**src/hw/i2c_slave_map.svh**
```systemverilog
/*
  Register indices, field positions, reset values and fixed settings of the I2C slave status/buffer block.
  Assumes inclusion by bare name; byte address of a register is four times its index.
*/
`ifndef I2C_SLAVE_MAP_SVH
`define I2C_SLAVE_MAP_SVH

// Register indices
`define IDX_CONFIG        8'hE5
`define IDX_IRQ_ENABLE    8'hE6
`define IDX_BUS_STATUS    8'hE8
`define IDX_BYTE_BUFFER   8'hE9
`define IDX_IRQ_STATUS    8'hF8
`define IDX_IRQ_MASK      8'hF9

// Configuration fields
`define CFG_ENABLE_BIT    0
`define CFG_SOFT_RST_BIT  5
`define CFG_RESET         6'h10

// Peripheral interrupt enable field
`define IEN_SERIAL_BIT    3
`define IEN_RESET         8'h00

// Bus status fields
`define ST_START_BIT      7
`define ST_STOP_BIT       6
`define ST_DIR_BIT        5
`define ST_DATA_BIT       4
`define ST_FULL_BIT       3
`define ST_NACK_BIT       2
`define ST_WCOL_BIT       1
`define ST_OVR_BIT        0
`define ST_RESET          8'h44

// Event status and mask fields
`define EV_START_BIT      0
`define EV_STOP_BIT       1
`define EV_BYTE_BIT       2
`define EV_WCOL_BIT       3
`define EV_OVR_BIT        4
`define EV_WIDTH          5
`define EV_RESET          5'h00

`define BUF_RESET         8'h00

// Own 7-bit slave address, arbitrary default
`define OWN_ADDR          7'h2A

`endif

```
**src/hw/i2c_slave_pkg.sv**
```systemverilog
/*
  Types shared by the I2C slave status/buffer block.
  Assumes nothing of its surroundings.
*/
package i2c_slave_pkg;

  // Gray order along address -> ack -> data -> ack
  typedef enum logic [2:0] {
    ST_IDLE     = 3'b000,
    ST_ADDR     = 3'b001,
    ST_ADDR_ACK = 3'b011,
    ST_RX       = 3'b010,
    ST_RX_ACK   = 3'b110,
    ST_TX       = 3'b111,
    ST_TX_ACK   = 3'b101
  } eng_state_t;

  typedef logic [7:0] byte_t;

endpackage : i2c_slave_pkg

```
**src/hw/i2c_bit_engine.sv**
```systemverilog
/*
  I2C slave bit engine: start/stop detection, address match, byte shifting and acknowledge handling.
  Assumes scl and sda already synchronous to clk_in and a master that drives the clock.
*/
`timescale 1ns/1ps
module i2c_bit_engine (
  // Clock and reset
  input  wire logic                  clk_in,
  input  wire logic                  arst_n_in,
  // Control
  input  wire logic                  run_in,
  input  wire logic [6:0]            own_addr_in,
  input  wire i2c_slave_pkg::byte_t  tx_byte_in,
  // Bus pins
  input  wire logic                  scl_in,
  input  wire logic                  sda_in,
  output logic                       drive_low_out,
  // Events
  output logic                       ev_start_out,
  output logic                       ev_stop_out,
  output logic                       ev_addr_out,
  output logic                       rw_out,
  output logic                       ev_rx_out,
  output i2c_slave_pkg::byte_t       rx_byte_out,
  output logic                       ev_tx_done_out,
  output logic                       ev_ack_out,
  output logic                       nack_out,
  output logic                       tx_busy_out
);
  import i2c_slave_pkg::*;

  eng_state_t st_ff,  nxt_st;
  logic [2:0] cnt_ff, nxt_cnt;
  byte_t      sh_ff,  nxt_sh;
  logic       scl_q_ff, sda_q_ff, drv_ff, nxt_drv, got_ff, nxt_got, rw_ff, nxt_rw, nack_ff, nxt_nack;
  logic       ev_start_ff, ev_stop_ff, ev_addr_ff, ev_rx_ff, ev_txd_ff, ev_ack_ff;
  logic       nxt_ev_start, nxt_ev_stop, nxt_ev_addr, nxt_ev_rx, nxt_ev_txd, nxt_ev_ack;
  logic       rise, fall, start_c, stop_c;

  always_comb begin
    rise         = scl_in & ~scl_q_ff;
    fall         = ~scl_in & scl_q_ff;
    start_c      = scl_in & scl_q_ff & sda_q_ff & ~sda_in;
    stop_c       = scl_in & scl_q_ff & ~sda_q_ff & sda_in;
    nxt_st       = st_ff;
    nxt_cnt      = cnt_ff;
    nxt_sh       = sh_ff;
    nxt_drv      = drv_ff;
    nxt_got      = got_ff;
    nxt_rw       = rw_ff;
    nxt_nack     = nack_ff;
    nxt_ev_start = 1'b0;
    nxt_ev_stop  = 1'b0;
    nxt_ev_addr  = 1'b0;
    nxt_ev_rx    = 1'b0;
    nxt_ev_txd   = 1'b0;
    nxt_ev_ack   = 1'b0;
    if (!run_in) begin
      nxt_st  = ST_IDLE;
      nxt_drv = 1'b0;
      nxt_got = 1'b0;
      nxt_cnt = 3'h0;
    end else if (start_c) begin
      nxt_st       = ST_ADDR;
      nxt_cnt      = 3'h0;
      nxt_got      = 1'b0;
      nxt_drv      = 1'b0;
      nxt_ev_start = 1'b1;
    end else if (stop_c) begin
      nxt_st      = ST_IDLE;
      nxt_drv     = 1'b0;
      nxt_ev_stop = 1'b1;
    end else begin
      case (st_ff)
        ST_ADDR, ST_RX: begin
          if (rise) begin
            nxt_sh  = {sh_ff[6:0], sda_in};
            nxt_cnt = cnt_ff + 3'h1;
            if (cnt_ff == 3'h7) begin
              nxt_got   = 1'b1;
              nxt_ev_rx = (st_ff == ST_RX);
            end
          end else if (fall && got_ff) begin
            nxt_got = 1'b0;
            if (st_ff == ST_RX) begin
              nxt_drv = 1'b1;
              nxt_st  = ST_RX_ACK;
            end else if (sh_ff[7:1] == own_addr_in) begin
              nxt_ev_addr = 1'b1;
              nxt_rw      = sh_ff[0];
              nxt_drv     = 1'b1;
              nxt_st      = ST_ADDR_ACK;
            end else begin
              nxt_st = ST_IDLE;
            end
          end
        end
        ST_ADDR_ACK: begin
          if (fall) begin
            nxt_cnt = 3'h0;
            if (rw_ff) begin
              nxt_st  = ST_TX;
              nxt_sh  = tx_byte_in;
              nxt_drv = ~tx_byte_in[7];
            end else begin
              nxt_st  = ST_RX;
              nxt_drv = 1'b0;
            end
          end
        end
        ST_RX_ACK: begin
          if (fall) begin
            nxt_st  = ST_RX;
            nxt_drv = 1'b0;
          end
        end
        ST_TX: begin
          if (rise) begin
            nxt_cnt = cnt_ff + 3'h1;
            if (cnt_ff == 3'h7) begin
              nxt_got    = 1'b1;
              nxt_ev_txd = 1'b1;
            end
          end else if (fall) begin
            if (got_ff) begin
              nxt_got = 1'b0;
              nxt_drv = 1'b0;
              nxt_st  = ST_TX_ACK;
            end else begin
              nxt_sh  = {sh_ff[6:0], 1'b0};
              nxt_drv = ~sh_ff[6];
            end
          end
        end
        ST_TX_ACK: begin
          if (rise) begin
            nxt_nack   = sda_in;
            nxt_ev_ack = 1'b1;
          end else if (fall) begin
            nxt_cnt = 3'h0;
            if (nack_ff) begin
              nxt_st = ST_IDLE;
            end else begin
              nxt_st  = ST_TX;
              nxt_sh  = tx_byte_in;
              nxt_drv = ~tx_byte_in[7];
            end
          end
        end
        default: nxt_st = ST_IDLE;
      endcase
    end
  end

  always_ff @(posedge clk_in or negedge arst_n_in) begin
    if (!arst_n_in) begin
      st_ff       <= ST_IDLE;
      cnt_ff      <= 3'h0;
      sh_ff       <= 8'h00;
      scl_q_ff    <= 1'b1;
      sda_q_ff    <= 1'b1;
      drv_ff      <= 1'b0;
      got_ff      <= 1'b0;
      rw_ff       <= 1'b0;
      nack_ff     <= 1'b1;
      ev_start_ff <= 1'b0;
      ev_stop_ff  <= 1'b0;
      ev_addr_ff  <= 1'b0;
      ev_rx_ff    <= 1'b0;
      ev_txd_ff   <= 1'b0;
      ev_ack_ff   <= 1'b0;
    end else begin
      st_ff       <= nxt_st;
      cnt_ff      <= nxt_cnt;
      sh_ff       <= nxt_sh;
      scl_q_ff    <= scl_in;
      sda_q_ff    <= sda_in;
      drv_ff      <= nxt_drv;
      got_ff      <= nxt_got;
      rw_ff       <= nxt_rw;
      nack_ff     <= nxt_nack;
      ev_start_ff <= nxt_ev_start;
      ev_stop_ff  <= nxt_ev_stop;
      ev_addr_ff  <= nxt_ev_addr;
      ev_rx_ff    <= nxt_ev_rx;
      ev_txd_ff   <= nxt_ev_txd;
      ev_ack_ff   <= nxt_ev_ack;
    end
  end

  assign drive_low_out  = drv_ff;
  assign ev_start_out   = ev_start_ff;
  assign ev_stop_out    = ev_stop_ff;
  assign ev_addr_out    = ev_addr_ff;
  assign rw_out         = rw_ff;
  assign ev_rx_out      = ev_rx_ff;
  assign rx_byte_out    = sh_ff;
  assign ev_tx_done_out = ev_txd_ff;
  assign ev_ack_out     = ev_ack_ff;
  assign nack_out       = nack_ff;
  assign tx_busy_out    = (st_ff == ST_TX) & ~got_ff;

endmodule : i2c_bit_engine

```
**src/hw/i2c_slave_status_buffer.sv**
```systemverilog
/*
  I2C slave status and shared byte buffer with a classic Wishbone register slave and one level interrupt.
  Assumes a Wishbone master on clk_in, synchronous scl/sda inputs and an external master driving the clock.
*/
`timescale 1ns/1ps
`include "i2c_slave_map.svh"
module i2c_slave_status_buffer (
  // Clock and reset
  input  wire logic         clk_in,
  input  wire logic         arst_n_in,
  // Wishbone slave
  input  wire logic         wb_cyc_in,
  input  wire logic         wb_stb_in,
  input  wire logic         wb_we_in,
  input  wire logic [11:0]  wb_adr_in,
  input  wire logic [3:0]   wb_sel_in,
  input  wire logic [31:0]  wb_dat_in,
  output logic      [31:0]  wb_dat_out,
  output logic              wb_ack_out,
  // I2C pins
  input  wire logic         scl_in,
  input  wire logic         sda_in,
  output logic              sda_out,
  output logic              sda_oe_out,
  // Interrupt
  output logic              irq_out
);
  import i2c_slave_pkg::*;

  // Bus slave state
  logic        ack_ff, nxt_ack;
  logic [31:0] rdat_ff, nxt_rdat;
  logic        req, wr, rd, lane0;
  logic [7:0]  idx;

  // Software settings
  logic [5:0]           cfg_ff, nxt_cfg;
  logic [7:0]           ien_ff, nxt_ien;
  logic [`EV_WIDTH-1:0] mask_ff, nxt_mask;

  // Block state
  logic [7:0]           stat_ff, nxt_stat;
  byte_t                buf_ff, nxt_buf;
  logic [`EV_WIDTH-1:0] evst_ff, nxt_evst;
  logic                 irq_ff, nxt_irq;
  logic                 oe_ff;

  // Engine wires
  logic  active, drv, e_start, e_stop, e_addr, e_rw, e_rx, e_txd, e_ack, e_nack, tx_busy;
  byte_t rx_byte;
  logic  wcol_ev, ovr_ev, buf_rd;
  logic [`EV_WIDTH-1:0] ev_vec;

  // Interface held idle while disabled or in soft reset
  assign active = cfg_ff[`CFG_ENABLE_BIT] & ~cfg_ff[`CFG_SOFT_RST_BIT];

  i2c_bit_engine u_engine (
    .clk_in         (clk_in),
    .arst_n_in      (arst_n_in),
    .run_in         (active),
    .own_addr_in    (`OWN_ADDR),
    .tx_byte_in     (buf_ff),
    .scl_in         (scl_in),
    .sda_in         (sda_in),
    .drive_low_out  (drv),
    .ev_start_out   (e_start),
    .ev_stop_out    (e_stop),
    .ev_addr_out    (e_addr),
    .rw_out         (e_rw),
    .ev_rx_out      (e_rx),
    .rx_byte_out    (rx_byte),
    .ev_tx_done_out (e_txd),
    .ev_ack_out     (e_ack),
    .nack_out       (e_nack),
    .tx_busy_out    (tx_busy)
  );

  // Wishbone decode; answer one cycle after the request
  always_comb begin
    req   = wb_cyc_in & wb_stb_in & ~ack_ff;
    wr    = req & wb_we_in;
    rd    = req & ~wb_we_in;
    lane0 = wr & wb_sel_in[0] & (wb_adr_in[11:10] == 2'b00);
    idx   = wb_adr_in[9:2];
    nxt_ack  = req;
    nxt_rdat = 32'h0000_0000;
    if (rd && wb_adr_in[11:10] == 2'b00) begin
      case (idx)
        `IDX_CONFIG:      nxt_rdat = {26'h000_0000, cfg_ff};
        `IDX_IRQ_ENABLE:  nxt_rdat = {24'h00_0000, ien_ff};
        `IDX_BUS_STATUS:  nxt_rdat = {24'h00_0000, stat_ff};
        `IDX_BYTE_BUFFER: nxt_rdat = {24'h00_0000, buf_ff};
        `IDX_IRQ_STATUS:  nxt_rdat = {27'h000_0000, evst_ff};
        `IDX_IRQ_MASK:    nxt_rdat = {27'h000_0000, mask_ff};
        default:          nxt_rdat = 32'h0000_0000;
      endcase
    end
  end

  always_ff @(posedge clk_in or negedge arst_n_in) begin
    if (!arst_n_in) begin
      ack_ff  <= 1'b0;
      rdat_ff <= 32'h0000_0000;
    end else begin
      ack_ff  <= nxt_ack;
      rdat_ff <= nxt_rdat;
    end
  end

  // Software-written settings
  always_comb begin
    nxt_cfg  = cfg_ff;
    nxt_ien  = ien_ff;
    nxt_mask = mask_ff;
    if (lane0 && idx == `IDX_CONFIG) begin
      nxt_cfg = wb_dat_in[5:0];
    end
    if (lane0 && idx == `IDX_IRQ_ENABLE) begin
      nxt_ien = wb_dat_in[7:0];
    end
    if (lane0 && idx == `IDX_IRQ_MASK) begin
      nxt_mask = wb_dat_in[`EV_WIDTH-1:0];
    end
  end

  always_ff @(posedge clk_in or negedge arst_n_in) begin
    if (!arst_n_in) begin
      cfg_ff  <= `CFG_RESET;
      ien_ff  <= `IEN_RESET;
      mask_ff <= `EV_RESET;
    end else begin
      cfg_ff  <= nxt_cfg;
      ien_ff  <= nxt_ien;
      mask_ff <= nxt_mask;
    end
  end

  // Status flags, shared buffer and event bits
  always_comb begin
    buf_rd   = rd & (wb_adr_in[11:10] == 2'b00) & (idx == `IDX_BYTE_BUFFER);
    wcol_ev  = lane0 & (idx == `IDX_BYTE_BUFFER) & tx_busy;
    ovr_ev   = e_rx & stat_ff[`ST_FULL_BIT] & ~buf_rd;
    nxt_stat = stat_ff;
    nxt_buf  = buf_ff;
    nxt_evst = evst_ff;
    // Software clears the two sticky error flags by writing zero; a same-cycle event still sets them
    if (lane0 && idx == `IDX_BUS_STATUS) begin
      nxt_stat[`ST_WCOL_BIT] = stat_ff[`ST_WCOL_BIT] & wb_dat_in[`ST_WCOL_BIT];
      nxt_stat[`ST_OVR_BIT]  = stat_ff[`ST_OVR_BIT] & wb_dat_in[`ST_OVR_BIT];
    end
    if (lane0 && idx == `IDX_BYTE_BUFFER && !tx_busy) begin
      nxt_buf = wb_dat_in[7:0];
    end
    if (e_start) begin
      nxt_stat[`ST_START_BIT] = 1'b1;
      nxt_stat[`ST_STOP_BIT]  = 1'b0;
    end
    if (e_stop) begin
      nxt_stat[`ST_STOP_BIT]  = 1'b1;
      nxt_stat[`ST_START_BIT] = 1'b0;
    end
    if (e_addr) begin
      nxt_stat[`ST_DIR_BIT]  = e_rw;
      nxt_stat[`ST_DATA_BIT] = 1'b0;
    end
    if (e_rx || e_txd) begin
      nxt_stat[`ST_DATA_BIT] = 1'b1;
    end
    if (stat_ff[`ST_DIR_BIT]) begin
      nxt_stat[`ST_FULL_BIT] = tx_busy;
    end else begin
      if (buf_rd) begin
        nxt_stat[`ST_FULL_BIT] = 1'b0;
      end
      if (e_rx && !ovr_ev) begin
        nxt_stat[`ST_FULL_BIT] = 1'b1;
        nxt_buf                = rx_byte;
      end
    end
    if (e_ack) begin
      nxt_stat[`ST_NACK_BIT] = e_nack;
    end
    if (wcol_ev) begin
      nxt_stat[`ST_WCOL_BIT] = 1'b1;
    end
    if (ovr_ev) begin
      nxt_stat[`ST_OVR_BIT] = 1'b1;
    end
    // Event bits are write-one-to-clear, set wins
    if (lane0 && idx == `IDX_IRQ_STATUS) begin
      nxt_evst = evst_ff & ~wb_dat_in[`EV_WIDTH-1:0];
    end
    nxt_evst = nxt_evst | ev_vec;
    // Soft reset puts the flags back to their power-on values
    if (cfg_ff[`CFG_SOFT_RST_BIT]) begin
      nxt_stat = `ST_RESET;
    end
  end

  always_comb begin
    ev_vec                = '0;
    ev_vec[`EV_START_BIT] = e_start;
    ev_vec[`EV_STOP_BIT]  = e_stop;
    ev_vec[`EV_BYTE_BIT]  = e_addr | e_rx | e_txd;
    ev_vec[`EV_WCOL_BIT]  = wcol_ev;
    ev_vec[`EV_OVR_BIT]   = ovr_ev;
  end

  always_ff @(posedge clk_in or negedge arst_n_in) begin
    if (!arst_n_in) begin
      stat_ff <= `ST_RESET;
      buf_ff  <= `BUF_RESET;
      evst_ff <= `EV_RESET;
    end else begin
      stat_ff <= nxt_stat;
      buf_ff  <= nxt_buf;
      evst_ff <= nxt_evst;
    end
  end

  // Interrupt level, gated by the serial-bus enable
  always_comb begin
    nxt_irq = ien_ff[`IEN_SERIAL_BIT] & (|(evst_ff & mask_ff));
  end

  always_ff @(posedge clk_in or negedge arst_n_in) begin
    if (!arst_n_in) begin
      irq_ff <= 1'b0;
      oe_ff  <= 1'b0;
    end else begin
      irq_ff <= nxt_irq;
      oe_ff  <= drv & active; // Open drain: only ever pulls low
    end
  end

  assign wb_ack_out = ack_ff;
  assign wb_dat_out = rdat_ff;
  assign irq_out    = irq_ff;
  assign sda_oe_out = oe_ff;
  assign sda_out    = 1'b0;

endmodule : i2c_slave_status_buffer

```
**config.mk**
```make
export PLATFORM = sky130hd
export DESIGN_NAME = i2c_slave_status_buffer
export DESIGN_NICKNAME = d
export VERILOG_FILES = /design/src/hw/i2c_slave_pkg.sv /design/src/hw/i2c_bit_engine.sv /design/src/hw/i2c_slave_status_buffer.sv
export VERILOG_INCLUDE_DIRS = /design/src /design/src/hw
export SDC_FILE = /design/constraint.sdc
export NUM_CORES = 1
export LEC_CHECK = 0
export ABC_AREA = 1
export BUFFER_PORTS_ARGS = -buffer_cell sky130_fd_sc_hd__buf_2
export CAP_MARGIN = 10
export CORE_ASPECT_RATIO = 0.9
export CORE_MARGIN = 4
export CORE_UTILIZATION = 59
export DETAILED_ROUTE_END_ITERATION = 10
export GPL_TIMING_DRIVEN = 0
export PLACE_DENSITY_LB_ADDON = 0.1
export SYNTH_ARGS = -nofsm -noshare
export SYNTH_HDL_FRONTEND = slang
export SYNTH_HIERARCHICAL = 1
export SYNTH_SLANG_ARGS = --single-unit
```
**constraint.sdc**
```tcl
create_clock -name clk_in -period 2.99 [get_ports clk_in]
set_input_delay 0.4485 -clock clk_in [delete_from_list [all_inputs] [get_ports clk_in]]
set_output_delay 0.4485 -clock clk_in [all_outputs]
set_load 0.005 [all_outputs]
```
==> impl_metrics.env <==
export IMPL_fmax_mhz=520.4
export IMPL_ys_warnings_count=6
export IMPL_dp_hpwl_um=7699
export IMPL_ir_worst_vdd_v=0.0002185
export IMPL_cpPeakStageDelay_ns=0.37
export IMPL_min_from="scl_in"
export IMPL_ys_ff_latch=77
export IMPL_track_usage_pct=24.37
export IMPL_path_delay_family="simple AND/OR/NAND/NOR gates"
export IMPL_path_clk_slew_ns=0.08
export IMPL_cp_num_buf_inv=2
export IMPL_drv_cap=0
export IMPL_clockRootBuffer="clkbuf_8"
export IMPL_synthDistinctLibCells=40
export IMPL_tns_ns=0
export IMPL_final_cell_mix="nand2_1, dfrtp_1, inv_1, o21ai_0, nor2_1"
export IMPL_dp_cells=739
export IMPL_dieWidth_um=98.52
export IMPL_h_tree_depth=3
export IMPL_intPower_w=0.001588
export IMPL_gr_total_overflow=0
export IMPL_num_rows=29
export IMPL_status="finished, final reports clean"
export IMPL_rsz0062_at_grt="false"
export IMPL_dr_pass1_iters=5
export IMPL_clock_path_buffers=2
export IMPL_drive_gt1_share_pct=21.57
export IMPL_synth_top_area_share_pct=40.84
export IMPL_area_growth_syn_to_layout_pct=15.99
export IMPL_vias=3828
export IMPL_antenna_found_initial=0
export IMPL_clk_latency_ns=0.36
export IMPL_drc=0
export IMPL_grt_pass1_vias=3653
export IMPL_grt_max_degree=59
export IMPL_fin_skew_ns=0.01016
export IMPL_crit_type="flip-flop to flip-flop"
export IMPL_final_common_cell="nand2_1"
export IMPL_yosys_area_top_type="dfrtp_1"
export IMPL_initial_core_util_pct=61.17
export IMPL_critical_path_depth=8
export IMPL_switching_power_w=0.0004750
export IMPL_worstHoldPathCells=1
export IMPL_post_drt_wl_per_cell_um=13.51
export IMPL_critPathLaunchType="flip-flop"
export IMPL_cp_data_required_time_ns=3.23
export IMPL_reg2reg_depth=8
export IMPL_r2r_start="cfg_ff[5]"
export IMPL_stdcell_count=756
export IMPL_layout_nets=715
export IMPL_crit_path_start="cfg_ff[5]"
export IMPL_gp_congestion=0.8842
export IMPL_finalCritPeriodShare_pct=64.27
export IMPL_ys_seq_area_share_pct=44.46
export IMPL_cts_tree="done"
export IMPL_r2r_setup_slack_ns=1.07
export IMPL_wl_um=10210
export IMPL_slew_violations=0
export IMPL_cellPowerDensity_mw_per_mm2=408.8
export IMPL_ys_top_cells_by_area="dfrtp_1, nand2_1, o21ai_0"
export IMPL_cts_sinks=77
export IMPL_p_comb_share_pct=6.2
export IMPL_ios=91
export IMPL_postRouteAntennaNets=0
export IMPL_fin_crit_ns=1.922
export IMPL_hold_path_class="primary input to flip-flop"
export IMPL_path_max_fanout=10
export IMPL_grt_pass1_wl_um=16980
export IMPL_crit_arrival_ns=2.17
export IMPL_clockPowerShare_pct=42.9
export IMPL_power_leakage_nw=2.679
export IMPL_syn_mean_instance_area_um2=7.592
export IMPL_numCtsBuffers=9
export IMPL_insertedDiodeCount=0
export IMPL_core_mm2=0.007112
export IMPL_critPathSlowestCell="dfrtp_1"
export IMPL_netlist_area_mm2=0.004350
export IMPL_crit_chain="clkbuf_1 -> nor2_1 -> nand2_1 -> nor2_4 -> nand3_4 -> buf_6 -> nand2_2 -> o21ai_2"
export IMPL_syn_inst=573
export IMPL_hold_viol=0
export IMPL_drt_iter0_drc=267
export IMPL_end_kind="flip-flop"
export IMPL_portBuffers=36
export IMPL_die_height_um=89.47
export IMPL_sw_frac_of_total_pct=23.03
export IMPL_dieArea_mm2=0.008814
export IMPL_finalSetupViolCount=0
export IMPL_pwr_share_seq_pct=50.9
export IMPL_vias_per_cell=5.063
flip-flops by register name, summed over array words and instances, names as in the netlist, 5 cells and up:
name	cells
stat_ff	8
buf_ff	8
evst_ff	5
cfg_ff	6
u_engine/rx_byte_out	8
mask_ff	5
wb_dat_out	8
ien_ff	8
worst paths after layout:
check / end
worst max register to register: u_engine/rx_byte_out[0]
worst min register to register: stat_ff[2]
min in group asynchronous: cfg_ff[2]
worst max-delay path: u_engine/rx_byte_out[0]
max in group asynchronous: stat_ff[2]
worst min-delay path: u_engine/scl_q_ff
area by class of cell:
| class | count | area (um2) |
|---|---|---|
| fillers | 603 | 2066 |
| multi-input cells | 425 | 2021 |
| flip-flops and latches | 77 | 1934 |
| inverters | 73 | 279.0 |
| plain buffers | 34 | 251.5 |
| repair buffers | 38 | 220.2 |
| clock buffers | 10 | 137.6 |
| well taps | 93 | 116.4 |
| clock inverters | 6 | 86.33 |
routing by layer:
metal	GRT usage, %	wire length [um]
met1	30.75	4465
met2	41.38	4958
met3	4.602	544
met4	11.17	241
met5	0	0
logic make-up after synthesis:
logic type,synth area share [%]
xor+xnor,0.2014
fa+ha+maj,0.5751
flops,44.46
simple gates,30.89
buf+inv,12.19
compound gates,11.50
other cells,0.1726
cells in the mapped netlist:
cell and number:
a211oi_1 1, a21boi_0 1, a21oi_1 12, a21oi_2 6
a221oi_1 1, a22oi_1 2, and2_1 1, and3_1 3
buf_2 3, buf_4 26, buf_6 3, clkbuf_1 2
clkinv_4 1, conb_1 2, dfrtp_1 71, dfstp_2 6
ha_1 2, inv_1 63, inv_2 9, nand2_1 180
nand2_2 5, nand2_4 3, nand3_1 27, nand3_2 3
nand3_4 2, nand3b_1 2, nand3b_2 1, nand4_1 4
nor2_1 45, nor2_2 12, nor2_4 5, nor3_2 1
nor3_4 1, o211ai_1 1, o21a_1 1, o21ai_0 53
o21ai_1 7, o21ai_2 3, o21bai_1 1, xnor2_1 1
power by group through the flow:
| stage | registers (W) | clock network (W) | logic (W) |
|---|---|---|---|
| final | 0.00105 | 0.000886 | 0.000127 |
| after global routing | 0.00105 | 0.000944 | 0.000144 |
| after CTS | 0.00105 | 0.000899 | 0.000125 |
| after detailed placement | 0.00107 | 0 | 0.000124 |
| after global placement | 0.00107 | 0 | 0.000117 |
| after floorplan | 0.00107 | 0 | 0.0000672 |
worst reg2reg max path, stage by stage (launching register included):
cell and delay, ns:
dfrtp_1 0.37, clkbuf_1 0.23, nor2_1 0.32, nand2_1 0.20
nor2_4 0.24, nand3_4 0.15, buf_6 0.19, nand2_2 0.06
o21ai_2 0.05
per-stage QoR:
| step | setup slack, ns | cell area [um2] | hold slack, ns | power (W) | utilization, % |
|---|---|---|---|---|---|
| floorplan | 1.430 | 4486 | 0.1529 | 0.001137 | - |
| global placement | 0.9661 | 4782 | 0.3953 | 0.001187 | 67.24 |
| detailed placement | 0.9893 | 4812 | 0.3453 | 0.001194 | 67.66 |
| CTS | 1.053 | 5046 | 0.1970 | 0.002074 | 70.95 |
| global route | 0.8301 | 5046 | 0.2048 | 0.002138 | 70.95 |
| finish | 1.068 | 5046 | 0.2065 | 0.002063 | 70.95 |
repair_timing:
item	CTS	global route
setup buffers	0	0
gates resized for setup	0	0
hold endpoints to repair	18	0
hold buffers	1	0
Power figures use the tool's default switching activity.
